## src/hdl/ppo_pkg.sv

```systemverilog
// Constants shared by the port pin override logic
package ppo_pkg;
   // Register byte offsets on the AXI4-Lite bus
   localparam logic [7:0] PPO_DIR_OFS = 8'h00;
   localparam logic [7:0] PPO_OUT_OFS = 8'h04;
   localparam logic [7:0] PPO_IN_OFS = 8'h08;
   localparam logic [7:0] PPO_CTRL_OFS = 8'h0C;
   localparam logic [7:0] PPO_EXTEN_OFS = 8'h10;
   localparam logic [7:0] PPO_SENSE_OFS = 8'h14;
   localparam logic [7:0] PPO_STAT_OFS = 8'h18;
   localparam logic [7:0] PPO_MASK_OFS = 8'h1C;
   localparam int PPO_ADDR_W = 8;
   // Field positions
   localparam int PPO_CTRL_GPD_BIT = 0;
   localparam int PPO_SENSE_W = 2;
   // Reset values
   localparam logic [31:0] PPO_REG_RST = 32'h0000_0000;
   // External interrupt sense codes, two bits per pin
   localparam logic [1:0] PPO_SENSE_LOW = 2'h0;
   localparam logic [1:0] PPO_SENSE_ANY = 2'h1;
   localparam logic [1:0] PPO_SENSE_FALL = 2'h2;
   localparam logic [1:0] PPO_SENSE_RISE = 2'h3;
   // AXI response codes
   localparam logic [1:0] PPO_RESP_OKAY = 2'h0;
   localparam logic [1:0] PPO_RESP_SLVERR = 2'h2;
endpackage

```

## src/hdl/ppo_pin_if.sv

```systemverilog
// Per-pin control bundle between the port and one pin resolver
`timescale 1ns/100ps
interface ppo_pin_if;
   logic dir_bit;
   logic out_bit;
   logic gpd;
   logic sleep;
   logic ext_en;
   logic pu_oe;
   logic pu_ov;
   logic dd_oe;
   logic dd_ov;
   logic pv_oe;
   logic pv_ov;
   logic pt_oe;
   logic die_oe;
   logic die_ov;
   logic pad_in;
   logic drv_en;
   logic drv_val;
   logic pu_en;
   logic din_gated;
   modport ctl (
      input dir_bit, out_bit, gpd, sleep, ext_en, pu_oe, pu_ov, dd_oe, dd_ov,
      input pv_oe, pv_ov, pt_oe, die_oe, die_ov, pad_in,
      output drv_en, drv_val, pu_en, din_gated
   );
   modport port (
      output dir_bit, out_bit, gpd, sleep, ext_en, pu_oe, pu_ov, dd_oe, dd_ov,
      output pv_oe, pv_ov, pt_oe, die_oe, die_ov, pad_in,
      input drv_en, drv_val, pu_en, din_gated
   );
endinterface

```

## src/hdl/ppo_top.sv

```systemverilog
// One GPIO port: AXI4-Lite registers, override merge, input sync, pin interrupts
//
// Summary of operation
// (RQ1) Deep sleep clamps each pin's digital input low unless an override enables it.
// (RQ2) A pin with its external interrupt enabled is exempt from the sleep clamp.
// (RQ3) Edge-sensed disabled interrupt pin held high gets its flag on wake.
// (RQ4) Pull-ups stay off throughout reset.
// (RQ5) Pull-up follows its override value if enabled, else only when dir/out/gpd=0b010.
// (RQ6) Direction override enable selects override value, else direction bit drives.
// (RQ7) Driven value is override value if enabled, else the output register bit.
// (RQ8) Toggle override inverts the output register bit while asserted.
// (RQ9) Input-enable override selects its value, else normal or sleep state decides.
// (RQ10) Alternate digital input is tapped after the input gate, before the synchroniser.
// (RQ11) Peripherals must synchronise the alternate digital input unless used as clock.
// (RQ12) Analog alternate path connects straight to the pad, both directions; here pad to alt_analog_io_o only.
// (RQ13) Peripherals generate each pin's override enables and values themselves.
// (RQ14) Strobes shared per port; clock, sleep, global disable shared; overrides per pin.
// (RQ15) Direction bit one makes the pin an output, zero an input.
// (RQ16) Input pin with output bit one and global disable clear gets its pull-up.
// (RQ17) Writing one to an input register bit toggles the matching output bit.
// (RQ18) Pin level passes a sync stage, then lands in the input register.
// (RQ19) With the driver disabled the pad is undriven apart from the pull-up.
//
// Local design decisions: the address map and the AXI4-Lite register port.
`timescale 1ns/100ps
module ppo_top
   import ppo_pkg::*;
#(
   parameter int NUM_PINS = 8
)(
   input wire logic core_clk_i,
   input wire logic arst_n_i,
   // AXI4-Lite slave
   input wire logic [PPO_ADDR_W-1:0] s_axi_awaddr_i,
   input wire logic s_axi_awvalid_i,
   output logic s_axi_awready_o,
   input wire logic [31:0] s_axi_wdata_i,
   input wire logic [3:0] s_axi_wstrb_i,
   input wire logic s_axi_wvalid_i,
   output logic s_axi_wready_o,
   output logic [1:0] s_axi_bresp_o,
   output logic s_axi_bvalid_o,
   input wire logic s_axi_bready_i,
   input wire logic [PPO_ADDR_W-1:0] s_axi_araddr_i,
   input wire logic s_axi_arvalid_i,
   output logic s_axi_arready_o,
   output logic [31:0] s_axi_rdata_o,
   output logic [1:0] s_axi_rresp_o,
   output logic s_axi_rvalid_o,
   input wire logic s_axi_rready_i,
   // Sleep controller gate, shared by all ports
   input wire logic sleep_i,
   // Per-pin overrides from peripherals owning alternate functions
   input wire logic [NUM_PINS-1:0] pullup_ovr_en_i,
   input wire logic [NUM_PINS-1:0] pullup_ovr_val_i,
   input wire logic [NUM_PINS-1:0] dir_ovr_en_i,
   input wire logic [NUM_PINS-1:0] dir_ovr_val_i,
   input wire logic [NUM_PINS-1:0] outval_ovr_en_i,
   input wire logic [NUM_PINS-1:0] outval_ovr_val_i,
   input wire logic [NUM_PINS-1:0] toggle_ovr_en_i,
   input wire logic [NUM_PINS-1:0] inen_ovr_en_i,
   input wire logic [NUM_PINS-1:0] inen_ovr_val_i,
   output logic [NUM_PINS-1:0] alt_digital_in_o,
   output logic [NUM_PINS-1:0] alt_analog_io_o,
   // Pad
   input wire logic [NUM_PINS-1:0] pad_i,
   output logic [NUM_PINS-1:0] pad_o,
   output logic [NUM_PINS-1:0] pad_oe_o,
   output logic [NUM_PINS-1:0] pad_pullup_en_o,
   output logic irq_o
);
   if (NUM_PINS < 1 || NUM_PINS > 8) begin : g_chk
      $error("NUM_PINS must be 1 to 8");
   end

   localparam int SW = NUM_PINS * PPO_SENSE_W;

   // Byte-lane merge of a write into an old register value
   function automatic logic [31:0] lane_merge(input logic [31:0] old_v,
         input logic [31:0] new_v, input logic [3:0] strb);
      logic [31:0] m;
      m = {{8{strb[3]}}, {8{strb[2]}}, {8{strb[1]}}, {8{strb[0]}}};
      return (old_v & ~m) | (new_v & m);
   endfunction

   function automatic logic addr_known(input logic [PPO_ADDR_W-1:0] a);
      return (a == PPO_DIR_OFS) || (a == PPO_OUT_OFS) || (a == PPO_IN_OFS) ||
         (a == PPO_CTRL_OFS) || (a == PPO_EXTEN_OFS) || (a == PPO_SENSE_OFS) ||
         (a == PPO_STAT_OFS) || (a == PPO_MASK_OFS);
   endfunction

   logic [NUM_PINS-1:0] dir_r;
   logic [NUM_PINS-1:0] out_r;
   logic [NUM_PINS-1:0] out_nxt;
   logic gpd_r;
   logic [NUM_PINS-1:0] ext_en_r;
   logic [SW-1:0] sense_r;
   logic [NUM_PINS-1:0] stat_r;
   logic [NUM_PINS-1:0] stat_nxt;
   logic [NUM_PINS-1:0] mask_r;
   logic [NUM_PINS-1:0] sync_r;
   logic [NUM_PINS-1:0] pin_in_r;
   logic [NUM_PINS-1:0] pin_prev_r;
   // Fills with ones as the sync, input and previous-level stages become valid
   logic [2:0] warm_r;

   // AXI state
   logic aw_hold_r;
   logic w_hold_r;
   logic [PPO_ADDR_W-1:0] awaddr_r;
   logic [31:0] wdata_r;
   logic [3:0] wstrb_r;
   logic bvalid_r;
   logic [1:0] bresp_r;
   logic rvalid_r;
   logic [31:0] rdata_r;
   logic [1:0] rresp_r;

   // Items are taken only while ready is shown, so the master always sees the take
   wire aw_hs = s_axi_awvalid_i & s_axi_awready_o;
   wire w_hs = s_axi_wvalid_i & s_axi_wready_o;
   wire ar_hs = s_axi_arvalid_i & s_axi_arready_o;
   wire do_wr = aw_hold_r & w_hold_r & ~bvalid_r;
   wire [31:0] wr_dir = lane_merge(32'(dir_r), wdata_r, wstrb_r);
   wire [31:0] wr_out = lane_merge(32'(out_r), wdata_r, wstrb_r);
   wire [31:0] wr_ctrl = lane_merge(32'(gpd_r), wdata_r, wstrb_r);
   wire [31:0] wr_exten = lane_merge(32'(ext_en_r), wdata_r, wstrb_r);
   wire [31:0] wr_sense = lane_merge(32'(sense_r), wdata_r, wstrb_r);
   wire [31:0] wr_mask = lane_merge(32'(mask_r), wdata_r, wstrb_r);
   wire [31:0] wr_ones = wdata_r & {{8{wstrb_r[3]}}, {8{wstrb_r[2]}},
      {8{wstrb_r[1]}}, {8{wstrb_r[0]}}};
   // Write strobes are per register, shared by every pin of the port
   wire wr_dir_stb = do_wr & (awaddr_r == PPO_DIR_OFS); // RQ14
   wire wr_out_stb = do_wr & (awaddr_r == PPO_OUT_OFS); // RQ14
   wire wr_in_stb = do_wr & (awaddr_r == PPO_IN_OFS); // RQ14
   wire wr_ctrl_stb = do_wr & (awaddr_r == PPO_CTRL_OFS);
   wire wr_exten_stb = do_wr & (awaddr_r == PPO_EXTEN_OFS);
   wire wr_sense_stb = do_wr & (awaddr_r == PPO_SENSE_OFS);
   wire wr_stat_stb = do_wr & (awaddr_r == PPO_STAT_OFS);
   wire wr_mask_stb = do_wr & (awaddr_r == PPO_MASK_OFS);

   // Read data select
   logic [31:0] rd_mux;
   always_comb begin
      case (s_axi_araddr_i)
         PPO_DIR_OFS: rd_mux = 32'(dir_r);
         PPO_OUT_OFS: rd_mux = 32'(out_r);
         PPO_IN_OFS: rd_mux = 32'(pin_in_r);
         PPO_CTRL_OFS: rd_mux = 32'(gpd_r);
         PPO_EXTEN_OFS: rd_mux = 32'(ext_en_r);
         PPO_SENSE_OFS: rd_mux = 32'(sense_r);
         PPO_STAT_OFS: rd_mux = 32'(stat_r);
         PPO_MASK_OFS: rd_mux = 32'(mask_r);
         default: rd_mux = PPO_REG_RST;
      endcase
   end

   // Output bit: plain write, or toggle by writing ones to the input register
   always_comb begin
      out_nxt = out_r;
      if (wr_out_stb) begin
         out_nxt = wr_out[NUM_PINS-1:0];
      end else if (wr_in_stb) begin
         out_nxt = out_r ^ wr_ones[NUM_PINS-1:0]; // RQ17
      end
   end

   // Pin interrupt detection on the synchronised, sleep-gated level
   logic [NUM_PINS-1:0] evt;
   logic [NUM_PINS-1:0] drv_en_w;
   logic [NUM_PINS-1:0] drv_val_w;
   logic [NUM_PINS-1:0] pu_en_w;
   logic [NUM_PINS-1:0] din_w;

   for (genvar i = 0; i < NUM_PINS; i++) begin : g_pin
      wire [1:0] sense = sense_r[i*PPO_SENSE_W +: PPO_SENSE_W];
      wire rise = pin_in_r[i] & ~pin_prev_r[i];
      wire fall = ~pin_in_r[i] & pin_prev_r[i];
      // The clamp pulls a high pin low in sleep, so waking releases an edge
      // that the detector sees even while the interrupt itself is disabled
      // Held off until the stages are filled, else the reset zeros look like events
      assign evt[i] = warm_r[2] & ((sense == PPO_SENSE_LOW) ? ~pin_in_r[i] :
         (sense == PPO_SENSE_ANY) ? (rise | fall) :
         (sense == PPO_SENSE_FALL) ? fall : rise); // RQ3
      ppo_pin_if pif ();
      assign pif.dir_bit = dir_r[i];
      assign pif.out_bit = out_r[i];
      assign pif.gpd = gpd_r; // RQ14
      assign pif.sleep = sleep_i; // RQ14
      assign pif.ext_en = ext_en_r[i]; // RQ2
      assign pif.pu_oe = pullup_ovr_en_i[i];
      assign pif.pu_ov = pullup_ovr_val_i[i];
      assign pif.dd_oe = dir_ovr_en_i[i];
      assign pif.dd_ov = dir_ovr_val_i[i];
      assign pif.pv_oe = outval_ovr_en_i[i];
      assign pif.pv_ov = outval_ovr_val_i[i];
      assign pif.pt_oe = toggle_ovr_en_i[i];
      assign pif.die_oe = inen_ovr_en_i[i];
      assign pif.die_ov = inen_ovr_val_i[i];
      assign pif.pad_in = pad_i[i];
      assign drv_en_w[i] = pif.drv_en;
      assign drv_val_w[i] = pif.drv_val;
      assign pu_en_w[i] = pif.pu_en;
      assign din_w[i] = pif.din_gated;
      ppo_pin_ctl u_pin (
         .pin(pif)
      );
   end

   // Hardware set wins over a software clear in the same cycle
   assign stat_nxt = (stat_r & ~(wr_stat_stb ? wr_ones[NUM_PINS-1:0] :
      {NUM_PINS{1'b0}})) | evt;

   // Unsynchronised tap for peripherals; they add their own synchroniser
   assign alt_digital_in_o = din_w; // RQ10 RQ11
   // Analog path bypasses every gate; it carries the pad level to the peripheral only
   assign alt_analog_io_o = pad_i; // RQ12

   // Register file
   always_ff @(posedge core_clk_i or negedge arst_n_i) begin
      if (!arst_n_i) begin
         dir_r <= '0;
         out_r <= '0;
         gpd_r <= 1'b0;
         ext_en_r <= '0;
         sense_r <= '0;
         stat_r <= '0;
         mask_r <= '0;
      end else begin
         if (wr_dir_stb) dir_r <= wr_dir[NUM_PINS-1:0];
         out_r <= out_nxt;
         if (wr_ctrl_stb) gpd_r <= wr_ctrl[PPO_CTRL_GPD_BIT];
         if (wr_exten_stb) ext_en_r <= wr_exten[NUM_PINS-1:0];
         if (wr_sense_stb) sense_r <= wr_sense[SW-1:0];
         stat_r <= stat_nxt;
         if (wr_mask_stb) mask_r <= wr_mask[NUM_PINS-1:0];
      end
   end

   // Input sync: the first stage stands in for the half-cycle latch
   always_ff @(posedge core_clk_i or negedge arst_n_i) begin
      if (!arst_n_i) begin
         sync_r <= '0;
         pin_in_r <= '0;
         pin_prev_r <= '0;
         warm_r <= '0;
      end else begin
         warm_r <= {warm_r[1:0], 1'b1};
         sync_r <= din_w; // RQ18
         pin_in_r <= sync_r; // RQ18
         pin_prev_r <= pin_in_r;
      end
   end

   // Pad drive, pull-up and interrupt, all from flops
   always_ff @(posedge core_clk_i or negedge arst_n_i) begin
      if (!arst_n_i) begin
         pad_oe_o <= '0;
         pad_o <= '0;
         pad_pullup_en_o <= '0; // RQ4
         irq_o <= 1'b0;
      end else begin
         pad_oe_o <= drv_en_w; // RQ6 RQ19
         pad_o <= drv_val_w; // RQ7 RQ19
         pad_pullup_en_o <= pu_en_w; // RQ5 RQ16
         irq_o <= |(stat_nxt & mask_r);
      end
   end

   // AXI4-Lite write channel: address and data taken in either order
   always_ff @(posedge core_clk_i or negedge arst_n_i) begin
      if (!arst_n_i) begin
         aw_hold_r <= 1'b0;
         w_hold_r <= 1'b0;
         awaddr_r <= '0;
         wdata_r <= '0;
         wstrb_r <= '0;
         bvalid_r <= 1'b0;
         bresp_r <= PPO_RESP_OKAY;
      end else begin
         if (aw_hs) begin
            aw_hold_r <= 1'b1;
            awaddr_r <= s_axi_awaddr_i;
         end
         if (w_hs) begin
            w_hold_r <= 1'b1;
            wdata_r <= s_axi_wdata_i;
            wstrb_r <= s_axi_wstrb_i;
         end
         if (do_wr) begin
            aw_hold_r <= 1'b0;
            w_hold_r <= 1'b0;
            bvalid_r <= 1'b1;
            bresp_r <= addr_known(awaddr_r) ? PPO_RESP_OKAY : PPO_RESP_SLVERR;
         end else if (bvalid_r && s_axi_bready_i) begin
            bvalid_r <= 1'b0;
         end
      end
   end

   // AXI4-Lite read channel
   always_ff @(posedge core_clk_i or negedge arst_n_i) begin
      if (!arst_n_i) begin
         rvalid_r <= 1'b0;
         rdata_r <= PPO_REG_RST;
         rresp_r <= PPO_RESP_OKAY;
      end else if (ar_hs) begin
         rvalid_r <= 1'b1;
         rdata_r <= rd_mux;
         rresp_r <= addr_known(s_axi_araddr_i) ? PPO_RESP_OKAY : PPO_RESP_SLVERR;
      end else if (rvalid_r && s_axi_rready_i) begin
         rvalid_r <= 1'b0;
      end
   end

   // Ready outputs are registered copies of the next-cycle acceptance state
   always_ff @(posedge core_clk_i or negedge arst_n_i) begin
      if (!arst_n_i) begin
         s_axi_awready_o <= 1'b0;
         s_axi_wready_o <= 1'b0;
         s_axi_arready_o <= 1'b0;
      end else begin
         s_axi_awready_o <= ~(aw_hold_r | aw_hs) & ~(bvalid_r | do_wr);
         s_axi_wready_o <= ~(w_hold_r | w_hs) & ~(bvalid_r | do_wr);
         s_axi_arready_o <= ~(rvalid_r | ar_hs);
      end
   end

   assign s_axi_bvalid_o = bvalid_r;
   assign s_axi_bresp_o = bresp_r;
   assign s_axi_rvalid_o = rvalid_r;
   assign s_axi_rdata_o = rdata_r;
   assign s_axi_rresp_o = rresp_r;
endmodule

```

## src/hdl/ppo_pin_ctl.sv

```systemverilog
// Override resolution for one pin: driver, value, pull-up and input gate
`timescale 1ns/100ps
module ppo_pin_ctl
   import ppo_pkg::*;
(
   ppo_pin_if.ctl pin
);
   wire port_val;
   wire in_en;
   wire pu_normal;

   assign port_val = pin.out_bit ^ pin.pt_oe; // RQ8
   assign pin.drv_en = pin.dd_oe ? pin.dd_ov : pin.dir_bit; // RQ6 RQ15
   // Value is forced low when not driving so the pad only sees the enable
   assign pin.drv_val = pin.drv_en & (pin.pv_oe ? pin.pv_ov : port_val); // RQ7 RQ19
   assign pu_normal = ~pin.dir_bit & pin.out_bit & ~pin.gpd; // RQ16
   assign pin.pu_en = pin.pu_oe ? pin.pu_ov : pu_normal; // RQ5
   // Deep sleep clamps the input unless an armed external interrupt holds it open
   assign in_en = pin.die_oe ? pin.die_ov : (~pin.sleep | pin.ext_en); // RQ1 RQ2 RQ9
   assign pin.din_gated = pin.pad_in & in_en; // RQ1 RQ10
endmodule

```

## config.mk

```make
export PLATFORM = sky130hd
export DESIGN_NAME = ppo_top
export DESIGN_NICKNAME = d
export VERILOG_FILES = /design/src/hdl/ppo_pkg.sv /design/src/hdl/ppo_pin_if.sv /design/src/hdl/ppo_top.sv /design/src/hdl/ppo_pin_ctl.sv
export SDC_FILE = /design/constraint.sdc
export NUM_CORES = 1
export LEC_CHECK = 0
export ABC_AREA = 1
export BUFFER_PORTS_ARGS = -buffer_cell sky130_fd_sc_hd__buf_2
export CORE_AREA = 2 2 149 151
export DETAILED_ROUTE_END_ITERATION = 12
export DIE_AREA = 0 0 151 153
export PLACE_DENSITY = 0.61
export RECOVER_POWER = 25
export SLEW_MARGIN = 25
export SYNTH_ARGS = -nofsm -noshare
export SYNTH_HDL_FRONTEND = slang
export SYNTH_SLANG_ARGS = --single-unit
```

## constraint.sdc

```tcl
create_clock -name core_clk_i -period 1.6 [get_ports core_clk_i]
set_input_delay 0.32 -clock core_clk_i [delete_from_list [all_inputs] [get_ports core_clk_i]]
set_output_delay 0.32 -clock core_clk_i [all_outputs]
set_load 0.005 [all_outputs]
```

==> results.md, run 1 <==
* Status: finished, violations left
* Failing checks: setup timing
* Netlist Area Pre-Place at 7442 um^2
* Total global-route track usage at 0.1656
* Maximum VDD drop at roughly 800 uV
* Pint at approximately 8500 uW
* CTS tree: done
* Met1 GRT Util at 0.2323
* Drt pass-1 iters at 5
* RSZ-0062 raised after global routing: yes
* Met3 Usage GRT at 0.04358
* Syn. warnings at 0
* Remaining global-route overflow at 0
* Syn Inst Count at around 800
* Fin. Hold Viols at 0
* Most frequent cells in the layout: nand2_1, buf_2, dfrtp_1, inv_1, o21ai_0
* Maxcap violations at 0
* Final setup viols at 2
* ANT cells at 0
* Top post-synthesis cells by area: dfrtp_1, nand2_1, inv_1
* FF-to-FF Start: awaddr_r[3]
* Flop2flop setup slack at -0.01 ns
* Worst-margin pin slew at about 0.8 ns
* Worst EP arrival at roughly 1.3 ns
* CP max FO at 3
* Req. time, crit path at ~1.3 ns
* Row count at 54
* Number of DRC markers in iteration 0 at between 300 and 400
* Hold Crit Class: input port to flip-flop
* Startpoint Class: flip-flop
* Clock transition at the registers of the reported paths at approximately 0.06 ns
* Fin nets at about 1200
* Pre-CTS setup slack at -0.04193 ns
* Relative slew slack at 0.4537
* Routing usage on met2 at 0.2528
* Via density per instance at about 4.5
* Core Region at 21490 um^2
* Share of synthesized flip-flops with an asynchronous set or reset at 1.000
* Die X at between 150 and 200 um
* DP HPWL at between 10000 and 15000 um
* Top cell type's share of synthesized area at 0.5380
* Sw Share at 0.3033
* Worst-skew pair later-pin latency at about 0.42 ns
* Sequential element share of the synthesized area at 0.5380
* Layout cells sized above 1 at 0.2987
* Fin area at ~9600 um^2
* Gp weighted congestion at between 0.8 and 0.9
* Net Switching at approximately 3700 uW
* R2R Path End: irq_o
* Main synth FF type: dfrtp_1
* Post-synth EDFFs at 0
* Vias in the first global route at 5739
* CTS buffer count at 17
* Area grow syn2layout at 28.46%
* First-pass GRT wire length at 29660 um
* Clk sinks at 160
* Comb power frac at 0.226
* Root buffer cell: clkbuf_16
* Clock share of power at 0.346
* H-tree depth at 4
* Setup crit end kind: output pin
* Worst Setup Slack, final at -0.03099 ns
* End point of the critical path: alt_digital_in_o[5]
* Synth Register Bits at 160
* Leakage at 0.004870 uW
* I/O pin cnt at about 220
* Die Area at 23100 um^2
* DP Area at approximately 8800 um^2
* Grt peak-use layer: met2
* Antenna violations before repair at 3
* Syn_area_per_cell at slightly above 9 um^2
* Slew Viols, Final at 0
* Fin crit period at around 1.6 ns
* Final worst path period share at 1.019
* Power Total at approximately 12000 uW
* Pin count of the biggest net entering global routing at 52
* Die Ht at roughly 150 um
* Worst R2R Path Depth at 12
* Commonest non-fill, non-tap cell in the layout: nand2_1
* Power per cell area at 1280 nW/um^2
* Port buffer count at between 150 and 200
* Antenna viol nets, final at 0
* Sequential power share at 0.429
* Vias at 5988
* Drt drc at 0
* Clock skew at 0.008349 ns
* Starting Density at 0.3464
* WL final at around 19000 um
* Clk buf depth at 2
* Yosys top cell by area: dfrtp_1
* Wire per inst at 14.20 um
* CP Class: flip-flop to output pin
* Fmax achieved at around 0.6 GHz
* Distinct cells, synth at 36
* Finished Core Util at 0.4450
==> repair_timing <==
| item | 4_1_cts | 5_1_grt |
|---|---|---|
| setup endpoints to repair | 14 | 35 |
| gates resized for setup | 5 | 29 |
| cloned | 0 | 1 |
| pin swaps | 0 | 10 |
| endpoints found under the hold margin | 27 | 0 |
| setup buffers | 0 | 3 |
| hold buffers | 1 | 0 |
==> how the worst min path moves through the flow <==
stage / startpoint / end / slack (ns) / cells after the start
2_1_floorplan: arst_n_i / asynchronous set/reset pin / 0.02 / 0
3_3_place_gp: arst_n_i / sync_r[4] / 0.23 / 1
3_5_place_dp: arst_n_i / wdata_r[8] / 0.23 / 1
4_1_cts: s_axi_rready_i / s_axi_rvalid_o / 0.05 / 2
5_1_grt: s_axi_rready_i / s_axi_rvalid_o / 0.07 / 2
6_report: s_axi_bready_i / s_axi_bvalid_o / 0.07 / 2
==> layer usage <==
metal  part of all wire  routed length (um)  vias to the layer above
li1                   -                   -                     3013
met1               0.47                8943                     2766
met2               0.45                8428                      194
met3              0.069                1296                       13
met4             0.0092                 174                        2
met5            0.00058                  11                        -
==> power groups by stage <==
| stage | clock [uW] | combinational (uW) | sequential, uW |
|---|---|---|---|
| 3_3_place_gp | 0 | 2630 | 5280 |
| 3_5_place_dp | 0 | 2650 | 5300 |
| 5_1_grt | 4500 | 3110 | 5350 |
| 4_1_cts | 4340 | 2690 | 5240 |
| 6_report | 4230 | 2760 | 5240 |
| 2_1_floorplan | 0 | 1600 | 5170 |
==> per-stage QoR <==
| step | instances | TNS [ns] | hold WS [ns] |
|---|---|---|---|
| global placement | 1292 | -0.2052 | 0.2297 |
| detailed placement | 1292 | -0.4034 | 0.2308 |
| finish | 1328 | -0.04133 | 0.06936 |
| floorplan | 836 | 0 | 0.02441 |
| CTS | 1325 | 0 | 0.05069 |
| global route | 1328 | -1.138 | 0.06702 |
==> critical path, stage by stage, from the launching register on <==
cell	delay (ns)
dfrtp_1	0.40
inv_1	0.07
a31oi_1	0.23
buf_2	0.19
==> cell families after synthesis <==
| group | synth area share |
|---|---|
| xor gates and xnor gates | 0.01883 |
| DFF | 0.5380 |
| adders and majority gates | 0.02690 |
| other | 0.001009 |
| and+or+nand+nor | 0.1827 |
| buffers and inverters | 0.09919 |
| muxes | 0.03026 |
| AOI/OAI and AO/OA | 0.1031 |
==> final cells by class <==
type,count,area [um^2]
timing repair buffer,228,1354
sequential,160,4005
clock buffer,21,450.4
tap,280,350.3
clock inverter,11,162.7
fill,2139,11930
multi-input combinational,526,2855
inverter,102,382.9
==> cells in the mapped netlist (all sizes together), types with 5 or more instances <==
cell,number
inv,100
o21ai,67
nor2,66
clkbuf,5
nor3,5
xnor2,8
mux2,20
dfrtp,160
o31ai,8
nand3,34
a21oi,37
o22ai,8
o41ai,7
ha,16
buf,44
nand2,209
a31oi,8
xor2,8
No activity file was read; power rests on OpenSTA's default activity.
==> run 2, diff against run 1 <==
--- a/config.mk
+++ b/config.mk
@@ -10,7 +10,7 @@
 export CORE_AREA = 2 2 149 151
 export DETAILED_ROUTE_END_ITERATION = 12
 export DIE_AREA = 0 0 151 153
-export PLACE_DENSITY = 0.61
+export PLACE_DENSITY = 0.64
 export RECOVER_POWER = 25
 export SLEW_MARGIN = 25
 export SYNTH_ARGS = -nofsm -noshare
==> constraint.sdc (replaced) <==
create_clock -name core_clk_i -period 1.4 [get_ports core_clk_i]
set_input_delay 0.28 -clock core_clk_i [delete_from_list [all_inputs] [get_ports core_clk_i]]
set_output_delay 0.28 -clock core_clk_i [all_outputs]
set_load 0.005 [all_outputs]
==> results.md, run 2 (same netlist as run 1, synthesis figures left out) <==
* Worst-skew pair later-pin latency at 0.43 ns (was 0.42 ns)
* Fin crit period at 1.592 ns
* Die Ht at 153 um (unchanged)
* Commonest non-fill, non-tap cell in the layout: nand2_1 (unchanged)
* Remaining global-route overflow at 0 (unchanged)
* Clk sinks at 160 (unchanged)
* Maxcap violations at 0 (unchanged)
* Dpl cells at 1306 (was 1292)
* Most frequent cells in the layout: nand2_1, buf_2, dfrtp_1, inv_1, buf_4 (was nand2_1, buf_2, dfrtp_1, inv_1, o21ai_0)
* Clk buf depth at 2 (unchanged)
* Clock skew at 0.008779 ns (was 0.008349 ns)
* Die X at 151 um (unchanged)
* RSZ-0062 raised after global routing: yes (unchanged)
* Total global-route track usage at 0.1748 (was 0.1656)
* CP dominant cell by count: nand2_1
* Critical path, cell by cell: inv_2 > nand3_4 > buf_4 > nor2_4 > nand2_1 > nand2_4 > nand2_1 > xor2_1 (was inv_1 > a31oi_1 > buf_2)
* Req. time, crit path at 1.71 ns (was 1.28 ns)
* Multi-input logic area at 3040 um^2 (was 2855 um^2)
* Slowest CP cell: dfrtp_1 (unchanged)
* Pint at 9709 uW (was 8528 uW)
* CP Class: flip-flop to flip-flop (was flip-flop to output pin)
* Row count at 54 (unchanged)
* Sequential power share at 0.418 (was 0.429)
* Vias at 6217 (was 5988)
* ANT cells at 0 (unchanged)
* Antenna violations before repair at 1 (was 3)
* CP max FO at 8 (was 3)
* Status: finished, violations left (unchanged)
* FF-to-FF Start: s_axi_bvalid_o (was awaddr_r[3])
* Fillers at 2081 (was 2139)
* Wire per inst at 14.65 um (was 14.20 um)
* Root buffer cell: clkbuf_16 (unchanged)
* Crit path max-delay family: simple AND/OR/NAND/NOR gates (was flip-flops)
* Worst EP arrival at 1.91 ns (was 1.31 ns)
* Final setup viols at 59 (was 2)
* CTS tree: done (unchanged)
* Hold wc startpoint: pullup_ovr_en_i[7] (was s_axi_bready_i)
* Number of DRC markers in iteration 0 at 316 (was 392)
* Gp weighted congestion at 0.8783 (was 0.8532)
* Failing checks: setup timing (unchanged)
* Pre-CTS setup slack at -0.2228 ns (was -0.04193 ns)
* Setup crit end kind: flip-flop (was output pin)
* Worst-margin pin slew at 0.9565 ns (was 0.8195 ns)
* Starting Density at 0.3464 (unchanged)
* First-pass GRT wire length at 31230 um (was 29660 um)
* Relative slew slack at 0.3623 (was 0.4537)
* Pin count of the biggest net entering global routing at 36 (was 52)
* CP Launch Point: s_axi_bvalid_o
* CTS buffer count at 17 (unchanged)
* I/O pin cnt at 222 (unchanged)
* Sw Share at 0.3207 (was 0.3033)
* Power per cell area at 1423 nW/um^2 (was 1280 nW/um^2)
* Comb power frac at 0.256 (was 0.226)
* Worst Setup Slack, final at -0.1919 ns (was -0.03099 ns)
* DP HPWL at 14750 um (was 14370 um)
* Port buffer count at 185 (unchanged)
* Net Switching at 4585 uW (was 3712 uW)
* Via density per instance at 4.541 (was 4.509)
* Startpoint Class: flip-flop (unchanged)
* Vias in the first global route at 5982 (was 5739)
* Fin cells at 1369 (was 1328)
* Die Area at 23100 um^2 (unchanged)
* Drt drc at 0 (unchanged)
* Slew Viols, Final at 0 (unchanged)
* Fin. Hold Viols at 0 (unchanged)
* Leakage at 0.005106 uW (was 0.004870 uW)
* Setup TNS after final layout at -5.334 ns (was -0.04133 ns)
* Layout cells sized above 1 at 0.3462 (was 0.2987)
* Clock transition at the registers of the reported paths at 0.07 ns (was 0.06 ns)
* Fin nets at 1232 (was 1191)
* Clock share of power at 0.326 (was 0.346)
* Antenna viol nets, final at 0 (unchanged)
* Sequential cell area at 4005 um^2 (unchanged)
* Maximum VDD drop at 868.1 uV (was 795.7 uV)
* WL final at 20050 um (was 18850 um)
* Final worst path period share at 1.137
* Drt pass-1 iters at 4 (was 5)
* Core Region at 21490 um^2 (unchanged)
* Hold Crit Class: input port to flip-flop (unchanged)
* Fmax achieved at approximately 0.63 GHz
* WP buf/inv at 2 (unchanged)
* Area grow syn2layout at 34.99% (was 28.46%)
* H-tree depth at 4 (unchanged)
* Critical path's largest stage delay at 0.39 ns (was 0.40 ns)
-- run 2: power by group through the flow --
stage	sequential (uW)	combinational (uW)	clock [uW]
2_1_floorplan	5900	1830	0
5_1_grt	6080	4040	4960
6_report	5970	3660	4660
3_5_place_dp	6030	3080	0
3_3_place_gp	6020	3030	0
4_1_cts	5970	3480	4770
-- run 2: worst paths after layout --
| path | end | slack (ns) | cells past startpoint |
|---|---|---|---|
| min reg2reg | pin_in_r[1] | 0.35 | 0 |
| max reg2reg | flip-flop | -0.19 | 8 |
| max in group asynchronous | s_axi_rdata_o[2] | 0.16 | 3 |
| min in group asynchronous | asynchronous set/reset pin | 0.55 | 2 |
| min | pad_pullup_en_o[7] | 0.03 | 2 |
| max | flip-flop | -0.19 | 8 |
-- run 2: per-stage QoR --
stage	power, uW	instance area [um^2]	hold WS (ns)	utilization
2_1_floorplan	7736	7506	-0.01559	-
3_5_place_dp	9116	8939	0.2311	0.4160
6_report	14290	10050	0.02655	0.4676
4_1_cts	14210	9893	0.007842	0.4605
3_3_place_gp	9046	8939	0.2151	0.4160
5_1_grt	15090	10050	0.01147	0.4676
-- run 2: layer usage --
metal | part of all wire | GRT usage | up-vias
met5 | 0 | 0 | -
met4 | 0.010 | 0.04450 | 0
met3 | 0.077 | 0.04687 | 14
met2 | 0.45 | 0.2697 | 229
met1 | 0.46 | 0.2444 | 2876
li1 | - | - | 3098
-- run 2: layout make-up --
class                   count  area share
flip-flops and latches    160      0.3987
multi-input cells         527      0.3027
repair buffers            268      0.1660
clock buffers              18     0.04372
inverters                 102     0.03861
well taps                 280     0.03487
clock inverters            14     0.01544
-- run 2: timing repair --
| item | in CTS | in global routing |
|---|---|---|
| hold buffers | 2 | 0 |
| endpoints found under the setup margin | 58 | 59 |
| endpoints found under the hold margin | 30 | 0 |
| cloned | 2 | 0 |
| resized for setup | 49 | 22 |
| pin swaps | 10 | 10 |
| buffers inserted | 17 | 10 |
-- run 2: worst reg2reg max path, cell delays in order, from the launching register on --
cell and delay (ns):
dfrtp_1 0.39, inv_2 0.08, nand3_4 0.09, buf_4 0.17, nor2_4 0.23, nand2_1 0.14
nand2_4 0.13, nand2_1 0.11, xor2_1 0.15
